--- src/hdl/psir_pkg.sv ---
/*
 * shared constants and types of the per-port transceiver status, identifier
 * and advertisement register bank.
 * assumes: one core clock, AHB-Lite word accesses only.
 */
package psir_pkg;

	// port count and bus address layout
	localparam int          PSIR_NPORTS     = 5;
	localparam int          PSIR_AW         = 12;
	localparam int          PSIR_PORT_LSB   = 6;
	localparam int          PSIR_IDX_LSB    = 2;
	localparam logic [2:0]  PSIR_PORT_FIRST = 3'h1;
	localparam logic [2:0]  PSIR_PORT_LAST  = 3'h5;

	// register index within a port window; byte address is four times it
	localparam logic [3:0]  PSIR_IDX_STATUS = 4'h1;
	localparam logic [3:0]  PSIR_IDX_ID_HI  = 4'h2;
	localparam logic [3:0]  PSIR_IDX_ID_LO  = 4'h3;
	localparam logic [3:0]  PSIR_IDX_ADV    = 4'h4;

	// interrupt registers live in the port 0 window
	localparam logic [2:0]  PSIR_PORT_IRQ   = 3'h0;
	localparam logic [3:0]  PSIR_IDX_IRQ_ST = 4'h0;
	localparam logic [3:0]  PSIR_IDX_IRQ_MK = 4'h1;

	// status word constant part: 14:11, 8, 6, 3 and 0 high, 15 low
	localparam logic [15:0] PSIR_STATUS_CONST = 16'h7949;
	localparam int          PSIR_ST_AN_DONE   = 5;
	localparam int          PSIR_ST_RFAULT    = 4;
	localparam int          PSIR_ST_LINK      = 2;
	localparam int          PSIR_ST_JABBER    = 1;

	// advertisement word: writable mask, reset value, pause field position
	localparam logic [15:0] PSIR_ADV_WR_MASK = 16'hADFF;
	localparam logic [15:0] PSIR_ADV_RESET   = 16'h01E1;
	localparam int          PSIR_ADV_PAUSE_LSB = 10;

	// interrupt event bits, four per port
	localparam int          PSIR_EV_PER_PORT = 4;
	localparam int          PSIR_EV_AN_DONE  = 0;
	localparam int          PSIR_EV_RFAULT   = 1;
	localparam int          PSIR_EV_LINK_LOST = 2;
	localparam int          PSIR_EV_JABBER   = 3;
	localparam int          PSIR_EV_W        = PSIR_NPORTS * PSIR_EV_PER_PORT;
	localparam logic [PSIR_EV_W-1:0] PSIR_IRQ_MASK_RESET = '0;

	// strap capture: edges after reset release before the synced strap is used
	localparam logic [1:0]  PSIR_STRAP_SETTLE = 2'h2;

	// AHB transfer types
	localparam logic [1:0]  PSIR_HTRANS_NONSEQ = 2'h2;
	localparam logic [1:0]  PSIR_HTRANS_SEQ    = 2'h3;

	typedef logic [PSIR_NPORTS-1:0] psir_port_t;

	// whole block state
	typedef struct packed {
		logic [PSIR_NPORTS-1:0][15:0] adv;
		psir_port_t                   rf_lat;
		psir_port_t                   jab_lat;
		psir_port_t                   link_down_lat;
		psir_port_t                   an_prev;
		psir_port_t                   rf_prev;
		psir_port_t                   link_prev;
		psir_port_t                   jab_prev;
		logic [PSIR_EV_W-1:0]         irq_stat;
		logic [PSIR_EV_W-1:0]         irq_mask;
		logic [1:0]                   strap_s1;
		logic [1:0]                   strap_s2;
		logic [1:0]                   strap_cnt;
		logic                         strap_done;
		logic                         wr_pend;
		logic [PSIR_AW-1:0]           wr_addr;
		logic [31:0]                  rdata;
	} psir_state_s;

endpackage

--- src/hdl/psir_regs.sv ---
/*
 * per-port status, identifier and advertisement registers for five copper
 * transceiver ports, with sticky event interrupt, behind an AHB-Lite slave.
 * assumes: live link/negotiation/fault levels come from logic on the same
 * clock; the pause strap pin is asynchronous and stable around reset.
 */
// The register offsets and the AHB-Lite slave port are this design's own decisions.
`timescale 1ns/1ps

// What this block does
// - status bit 15 always reads zero
// - status bits 14 to 11 read one
// - status bit 8 reads one, extended status
// - bit 6 one, preamble-less frames accepted
// - bit 5 shows negotiation finished
// - bit 4 latches high on remote fault
// - link latches low; jabber latches high
// - status bit 3 reads one, negotiation able
// - status bit 0 reads one, extended registers
// - two fixed read-only identifier words
// - advert bit 15 writable, resets zero
// - advert bit 13 writable, resets zero
// - advert 11:10 encodes pause ability
// - pause field reset from sampled strap
// - advert bits 14, 12, 9 read zero
// - bits 8:5 reset one, selector 00001
module psir_regs
	import psir_pkg::*;
#(
	parameter logic [15:0] ID_HIGH = 16'h0A5A, // arbitrary value
	parameter logic [15:0] ID_LOW  = 16'h5A0A  // arbitrary value
)(
	// clock and reset
	input  wire logic                             I_CLOCK,
	input  wire logic                             I_RST_N,
	// AHB-Lite slave
	input  wire logic                             I_HSEL,
	input  wire logic [psir_pkg::PSIR_AW-1:0]     I_HADDR,
	input  wire logic [1:0]                       I_HTRANS,
	input  wire logic                             I_HWRITE,
	input  wire logic [2:0]                       I_HSIZE,
	input  wire logic [31:0]                      I_HWDATA,
	input  wire logic                             I_HREADY,
	output logic      [31:0]                      O_HRDATA,
	output logic                                  O_HREADYOUT,
	output logic                                  O_HRESP,
	// live transceiver conditions, one bit per port
	input  wire psir_pkg::psir_port_t             I_AN_DONE,
	input  wire psir_pkg::psir_port_t             I_REMOTE_FAULT,
	input  wire psir_pkg::psir_port_t             I_LINK_UP,
	input  wire psir_pkg::psir_port_t             I_JABBER,
	// pause default strap pin
	input  wire logic [1:0]                       I_PAUSE_DEFAULT_STRAP,
	// towards negotiation logic and management interface
	output logic [psir_pkg::PSIR_NPORTS*16-1:0]   O_ADVERT,
	output logic                                  O_MGMT_NO_PREAMBLE_OK,
	// interrupt
	output logic                                  O_IRQ
);
	import psir_pkg::*;

	psir_state_s s_q;
	psir_state_s s_d;

	// address phase qualifiers
	logic                  acc;
	logic                  rd_acc;
	logic [2:0]            a_port;
	logic [3:0]            a_idx;
	logic [2:0]            w_port;
	logic [3:0]            w_idx;
	psir_port_t            rd_status;
	logic                  rd_irq;
	logic [PSIR_EV_W-1:0]  ev;

	// port field of a byte address
	function automatic logic [2:0] port_of(input logic [PSIR_AW-1:0] a);
		port_of = a[PSIR_PORT_LSB +: 3];
	endfunction

	// register index of a byte address
	function automatic logic [3:0] idx_of(input logic [PSIR_AW-1:0] a);
		idx_of = a[PSIR_IDX_LSB +: 4];
	endfunction

	// true for ports 1 to 5, the transceiver windows
	function automatic logic port_ok(input logic [2:0] p);
		port_ok = (p >= PSIR_PORT_FIRST) && (p <= PSIR_PORT_LAST);
	endfunction

	// status word seen by software: constants plus live and latched bits
	function automatic logic [15:0] status_word(
		input logic an, input logic rf, input logic lk, input logic jb);
		logic [15:0] w;
		w                 = PSIR_STATUS_CONST;
		w[PSIR_ST_AN_DONE] = an;
		w[PSIR_ST_RFAULT]  = rf;
		w[PSIR_ST_LINK]    = lk;
		w[PSIR_ST_JABBER]  = jb;
		status_word       = w;
	endfunction

	// one access is taken per cycle in which the bus is ready, we are selected and HTRANS is NONSEQ or SEQ
	assign acc    = I_HSEL && I_HREADY && ((I_HTRANS == PSIR_HTRANS_NONSEQ) || (I_HTRANS == PSIR_HTRANS_SEQ));
	assign rd_acc = acc && !I_HWRITE;
	assign a_port = port_of(I_HADDR);
	assign a_idx  = idx_of(I_HADDR);
	assign w_port = port_of(s_q.wr_addr);
	assign w_idx  = idx_of(s_q.wr_addr);
	assign rd_irq = rd_acc && (a_port == PSIR_PORT_IRQ) && (a_idx == PSIR_IDX_IRQ_ST);

	// read strobe of each port's status register clears its latches
	always_comb
	begin
		for (int p = 0; p < PSIR_NPORTS; p++)
		begin
			rd_status[p] = rd_acc && (a_port == 3'(p + 1)) && (a_idx == PSIR_IDX_STATUS);
		end
	end

	// edge events that feed the sticky interrupt bits
	always_comb
	begin
		for (int p = 0; p < PSIR_NPORTS; p++)
		begin
			ev[p*PSIR_EV_PER_PORT + PSIR_EV_AN_DONE]   = I_AN_DONE[p] && !s_q.an_prev[p];
			ev[p*PSIR_EV_PER_PORT + PSIR_EV_RFAULT]    = I_REMOTE_FAULT[p] && !s_q.rf_prev[p];
			ev[p*PSIR_EV_PER_PORT + PSIR_EV_LINK_LOST] = !I_LINK_UP[p] && s_q.link_prev[p];
			ev[p*PSIR_EV_PER_PORT + PSIR_EV_JABBER]    = I_JABBER[p] && !s_q.jab_prev[p];
		end
	end

	// next state: strap, pending write, latches, interrupt, then read data
	always_comb
	begin
		logic [15:0] wv;
		logic [15:0] rv;
		int          pi;
		s_d = s_q;
		wv  = I_HWDATA[15:0];
		rv  = 16'h0000;
		pi  = 0;

		// strap passes two flops, then loads the pause field once
		s_d.strap_s1 = I_PAUSE_DEFAULT_STRAP;
		s_d.strap_s2 = s_q.strap_s1;
		if (!s_q.strap_done)
		begin
			if (s_q.strap_cnt == PSIR_STRAP_SETTLE)
			begin
				s_d.strap_done = 1'b1;
				for (int p = 0; p < PSIR_NPORTS; p++)
				begin
					s_d.adv[p][PSIR_ADV_PAUSE_LSB +: 2] = s_q.strap_s2;
				end
			end
			else
			begin
				s_d.strap_cnt = s_q.strap_cnt + 2'h1;
			end
		end

		// data phase of a write; a write after the strap load wins over it
		if (s_q.wr_pend)
		begin
			if (port_ok(w_port) && (w_idx == PSIR_IDX_ADV))
			begin
				pi = int'(w_port) - 1;
				// reserved and ability-9 bits never take a write
				s_d.adv[pi] = (s_d.adv[pi] & ~PSIR_ADV_WR_MASK) | (wv & PSIR_ADV_WR_MASK);
			end
			else if ((w_port == PSIR_PORT_IRQ) && (w_idx == PSIR_IDX_IRQ_MK))
			begin
				// mask is wider than the 16-bit register word, take it from the full bus word
				s_d.irq_mask = I_HWDATA[PSIR_EV_W-1:0];
			end
		end

		// latches: a new condition wins over the clear of a read in the same cycle
		for (int p = 0; p < PSIR_NPORTS; p++)
		begin
			s_d.rf_lat[p]        = I_REMOTE_FAULT[p] || (s_q.rf_lat[p] && !rd_status[p]);
			s_d.jab_lat[p]       = I_JABBER[p] || (s_q.jab_lat[p] && !rd_status[p]);
			s_d.link_down_lat[p] = !I_LINK_UP[p] || (s_q.link_down_lat[p] && !rd_status[p]);
		end
		s_d.an_prev   = I_AN_DONE;
		s_d.rf_prev   = I_REMOTE_FAULT;
		s_d.link_prev = I_LINK_UP;
		s_d.jab_prev  = I_JABBER;

		// sticky events, cleared by reading the interrupt status register; set wins
		s_d.irq_stat = ev | (s_q.irq_stat & ~{PSIR_EV_W{rd_irq}});

		// address phase: latch write target, build read data from fresh advert
		s_d.wr_pend = acc && I_HWRITE;
		if (acc && I_HWRITE)
		begin
			s_d.wr_addr = I_HADDR;
		end
		if (rd_acc)
		begin
			if (port_ok(a_port))
			begin
				pi = int'(a_port) - 1;
				unique case (a_idx)
					PSIR_IDX_STATUS:
						rv = status_word(I_AN_DONE[pi],
							I_REMOTE_FAULT[pi] || s_q.rf_lat[pi],
							I_LINK_UP[pi] && !s_q.link_down_lat[pi],
							I_JABBER[pi] || s_q.jab_lat[pi]);
					PSIR_IDX_ID_HI: rv = ID_HIGH;
					PSIR_IDX_ID_LO: rv = ID_LOW;
					PSIR_IDX_ADV:   rv = s_d.adv[pi];
					default:        rv = 16'h0000;
				endcase
				s_d.rdata = {16'h0000, rv};
			end
			else if ((a_port == PSIR_PORT_IRQ) && (a_idx == PSIR_IDX_IRQ_ST))
			begin
				s_d.rdata = 32'(s_q.irq_stat);
			end
			else if ((a_port == PSIR_PORT_IRQ) && (a_idx == PSIR_IDX_IRQ_MK))
			begin
				s_d.rdata = 32'(s_d.irq_mask);
			end
			else
			begin
				s_d.rdata = 32'h0000_0000; // unmapped reads as zero
			end
		end
	end

	// state register; strap stage resets to a constant, pin sampled after release
	always_ff @(posedge I_CLOCK or negedge I_RST_N)
	begin
		if (!I_RST_N)
		begin
			s_q               <= '0;
			s_q.adv           <= {PSIR_NPORTS{PSIR_ADV_RESET}};
			s_q.irq_mask      <= PSIR_IRQ_MASK_RESET;
		end
		else
		begin
			s_q <= s_d;
		end
	end

	// zero-wait slave, always OKAY
	assign O_HRDATA    = s_q.rdata;
	assign O_HREADYOUT = 1'b1;
	assign O_HRESP     = 1'b0;

	// outputs towards negotiation logic and management
	assign O_ADVERT              = s_q.adv;
	assign O_MGMT_NO_PREAMBLE_OK = 1'b1;
	assign O_IRQ                 = |(s_q.irq_stat & s_q.irq_mask);

endmodule // psir_regs

--- config.mk ---
export PLATFORM = sky130hd
export DESIGN_NAME = psir_regs
export DESIGN_NICKNAME = d
export VERILOG_FILES = /design/src/hdl/psir_pkg.sv /design/src/hdl/psir_regs.sv
export SDC_FILE = /design/constraint.sdc
export NUM_CORES = 1
export LEC_CHECK = 0
export BUFFER_PORTS_ARGS = -buffer_cell sky130_fd_sc_hd__buf_2
export CORE_MARGIN = 2
export CORE_UTILIZATION = 50
export DETAILED_ROUTE_END_ITERATION = 7
export PLACE_DENSITY = 0.74
export REMOVE_ABC_BUFFERS = 1
export SYNTH_ARGS = -nofsm -noshare
export SYNTH_HDL_FRONTEND = slang
export SYNTH_SLANG_ARGS = --single-unit
export TNS_END_PERCENT = 1
--- constraint.sdc ---
create_clock -name I_CLOCK -period 4.3 [get_ports I_CLOCK]
set_clock_uncertainty 0.15 [all_clocks]
set_input_delay 1.29 -clock I_CLOCK [delete_from_list [all_inputs] [get_ports I_CLOCK]]
set_output_delay 1.29 -clock I_CLOCK [all_outputs]
set_load 0.02 [all_outputs]
==> impl_metrics.csv <==
group,metric,value,unit
clocking,root_buffer,"clkbuf_16",
sta,tightest_slew,950.8,ps
detailed_routing,dr_total_vias,6825,
layout,final_cell_mix,"dfrtp_1, buf_2, nand2_1",
critical_path,rr_endpoint,"O_HRDATA[8]",
critical_path,cp_num_buf_inv,1,
sta,fin_tns_setup,0,ps
status,status,"finished, final reports clean",
clocking,tritoncts.num_buffers,17,
floorplan,num_rows,50,
power,switching_share,0.2733,
clocking,cts-resized-gates,0,
floorplan,dieArea,0.01985,mm^2
clocking,clk_latency,430,ps
sta,fmax,288.2,MHz
critical_path,crit_arrival,3640,ps
critical_path,critPathMaxFanout,15,
layout,diodes,0,
layout,fin_util,0.5509,
sta,hold_violations,0,
synth,yosys.area.top_type,"dfrtp_1",
floorplan,design.portCount,192,
power,switching_power,0.001114,W
synth,synthArstFlopShare,1.000,
run,maxCapViolCount,0,
power,pwr-share-clk,0.381,
power,p_total,0.004076,W
clocking,post_cts_buffers,0,
floorplan,die_y,140.9,um
layout,area_growth_syn_to_layout,8.909,%
sta,drv_slew,0,
critical_path,slowest_delay,550,ps
detailed_routing,drtPass1Iterations,8,
power,seqPwrFrac,0.486,
global_route,grt-ovfl-total,0,
detailed_routing,wirelength,24.22,mm
detailed_routing,viasPerCell,5.755,
critical_path,r2r_start,"s_q[38]",
critical_path,reg2regPathDepth,9,
sta,fin_crit_sh,0.8070,
sta,min_period,3470,ps
placement,port_buffers,155,
clocking,clockBufferDepth,2,
critical_path,critPathCapture,"O_HRDATA[8]",
sta,slew_headroom,0.3642,
power,p_int,0.002962,W
synth,syn_inst,892,
critical_path,start_kind,"flop",
synth,synth_area_leaders,"dfrtp_1, buf_4, dfstp_2, nand2_1, mux2_2",
global_route,grt_pass1_wl,37.80,mm
synth,ys.flop_type,"dfrtp_1",
critical_path,required,4470,ps
global_route,grt_max_degree,75,
critical_path,slowest_stage,"mux2_1",
clocking,hold_buffers,0,
layout,nNetsFinal,1026,
critical_path,crit_chain,"inv_1 -> ha_1 -> nand2_1 -> a221oi_2 -> nand4_2 -> mux2_1 -> o221ai_2 -> a211oi_1 -> a211o_1",
synth,ys_seq_area_frac,0.5109,
detailed_routing,wire_per_inst,20.42,um
synth,yosysTopAreaCellShare,0.4408,
clocking,cts_tree,"done",
synth,syn_avg_cell_area,10.50,um^2
critical_path,r2r_slack,830,ps
critical_path,cp-end-kind,"flop",
detailed_routing,final_antenna_net_count,0,
synth,synth-edff-count,0,
floorplan,core,0.01852,mm^2
global_route,grt_usage,0.2499,
global_route,first_global_vias,6706,
worst_hold_path,hold_path_class,"reg2reg",
placement,dpl.hpwl,17.83,mm
power,power.density,399.5,mW/mm^2
sta,rsz0062_at_grt,"false",
clocking,htreeDepth,4,
worst_hold_path,hp-start,"s_d[49]",
synth,yosysWarnings,0,
synth,ys_ff_latch,190,
detailed_routing,drt-initial-drc-count,625,
power,comb_power_share,0.134,
power,p_leak,4.795,nW
critical_path,crit_type,"reg2reg",
detailed_routing,remaining_drc_errors,0,
floorplan,die_w,140.9,um
synth,syn_area,0.009368,mm^2
global_route,antenna_found_initial,0,
floorplan,initial_core_util,0.5059,
sta,setup_violations,0,
critical_path,startpoint,"s_q[38]",
clocking,path_clk_slew,70,ps
layout,nFillCells,1621,
layout,drive_gt1_frac,0.3057,
clocking,cts.sinks,190,
synth,ys_types,65,
critical_path,cp_top_family,"compound AO/OA/AOI/OAI gates",
layout,final_common_cell,"dfrtp_1",
power,ir_drop,0.0003138,V
placement,finalWeightedCongestion,0.8943,
critical_path,crit_cells,9,
-- kinds of logic (layout without fill, tap and decap cells) --
group | count (synthesis) | count (layout) | share of synthesized area
mux | 82 | 82 | 0.1034
xor+xnor | 2 | 2 | 0.001870
other cells | 2 | 15 | 0.0008017
buf+inv | 206 | 253 | 0.1309
compound gates | 175 | 175 | 0.1281
simple gates | 224 | 224 | 0.1094
fa+ha+maj | 11 | 11 | 0.01469
flops | 190 | 190 | 0.5109
-- worst register-to-register path, cell delays in order, from the launching register on --
cell      delay, ps
dfrtp_1         540
inv_1           110
ha_1            460
nand2_1         100
a221oi_2        350
nand4_2         540
mux2_1          560
o221ai_2        200
a211oi_1         90
a211o_1         250
-- cells in the mapped netlist, types with 6 or more instances --
cell and n:
nor2_1 39, nand2_1 119, ha_1 11, o22ai_1 6, dfrtp_1 165, a22o_1 7, a21oi_1 41, nand2b_1 8
nor3_1 10, inv_1 38, a22oi_1 22, mux2_2 35, mux2i_1 9, o221ai_1 7, o21ai_0 17, clkbuf_1 41
o21ai_1 24, nand3_1 11, mux2_1 31, buf_4 115, dfstp_2 25, a221oi_1 11
-- worst min path at each step --
| stage | endpoint | depth (start not counted) | slack [ps] |
|---|---|---|---|
| after floorplan | s_q[48] | 0 | 180 |
| after global placement | s_q[49] | 0 | 180 |
| after detailed placement | s_q[49] | 0 | 190 |
| after CTS | s_q[49] | 0 | 200 |
| after global routing | s_q[49] | 0 | 220 |
| final | s_q[49] | 0 | 200 |
-- final cells by class --
type | instances | area, um^2 | share of cell area
inverters | 40 | 150.1 | 0.01472
multi-input cells | 509 | 3411 | 0.3343
repair buffers | 181 | 992.2 | 0.09725
well taps | 234 | 292.8 | 0.02870
clock buffers | 23 | 488.0 | 0.04783
flip-flops and latches | 190 | 4786 | 0.4691
clock inverters | 9 | 82.58 | 0.008094
-- flip-flops by register name, indices dropped and copies added (netlist names) --
| signal | cells |
|---|---|
| O_ADVERT | 80 |
| O_HRDATA | 20 |
| s_d | 2 |
| s_q | 88 |
-- metrics by stage --
stage / worst slack, ps / hold WS (ps) / std cells / instance area (um^2)
after global routing: 619.9 / 221.2 / 1186 / 10200
final: 829.9 / 199.6 / 1186 / 10200
after global placement: 624.5 / 184.1 / 1154 / 9632
after floorplan: -233.9 / 181.2 / 739 / 8341
after detailed placement: 538.6 / 186.4 / 1154 / 9632
after CTS: 874.2 / 201.6 / 1186 / 10200
-- power by group through the flow --
stage               registers [W]  clock network, W  logic (W)
floorplan                 0.00205                 0   0.000255
global placement          0.00200                 0   0.000527
detailed placement        0.00201                 0   0.000541
CTS                       0.00198           0.00156   0.000543
global route              0.00199           0.00164   0.000593
finish                    0.00198           0.00155   0.000545
-- metal layers --
| layer | track usage | vias up | part of all wire | routed length [um] |
|---|---|---|---|---|
| met4 | 0.07316 | 0 | 0.020 | 478 |
| met1 | 0.3561 | 3401 | 0.44 | 10660 |
| met3 | 0.05740 | 34 | 0.082 | 1985 |
| met5 | 0 | - | 0 | 0 |
| met2 | 0.3861 | 339 | 0.46 | 11100 |
| li1 | - | 3051 | - | - |
Note: power is estimated with default switching activity, not from simulation.
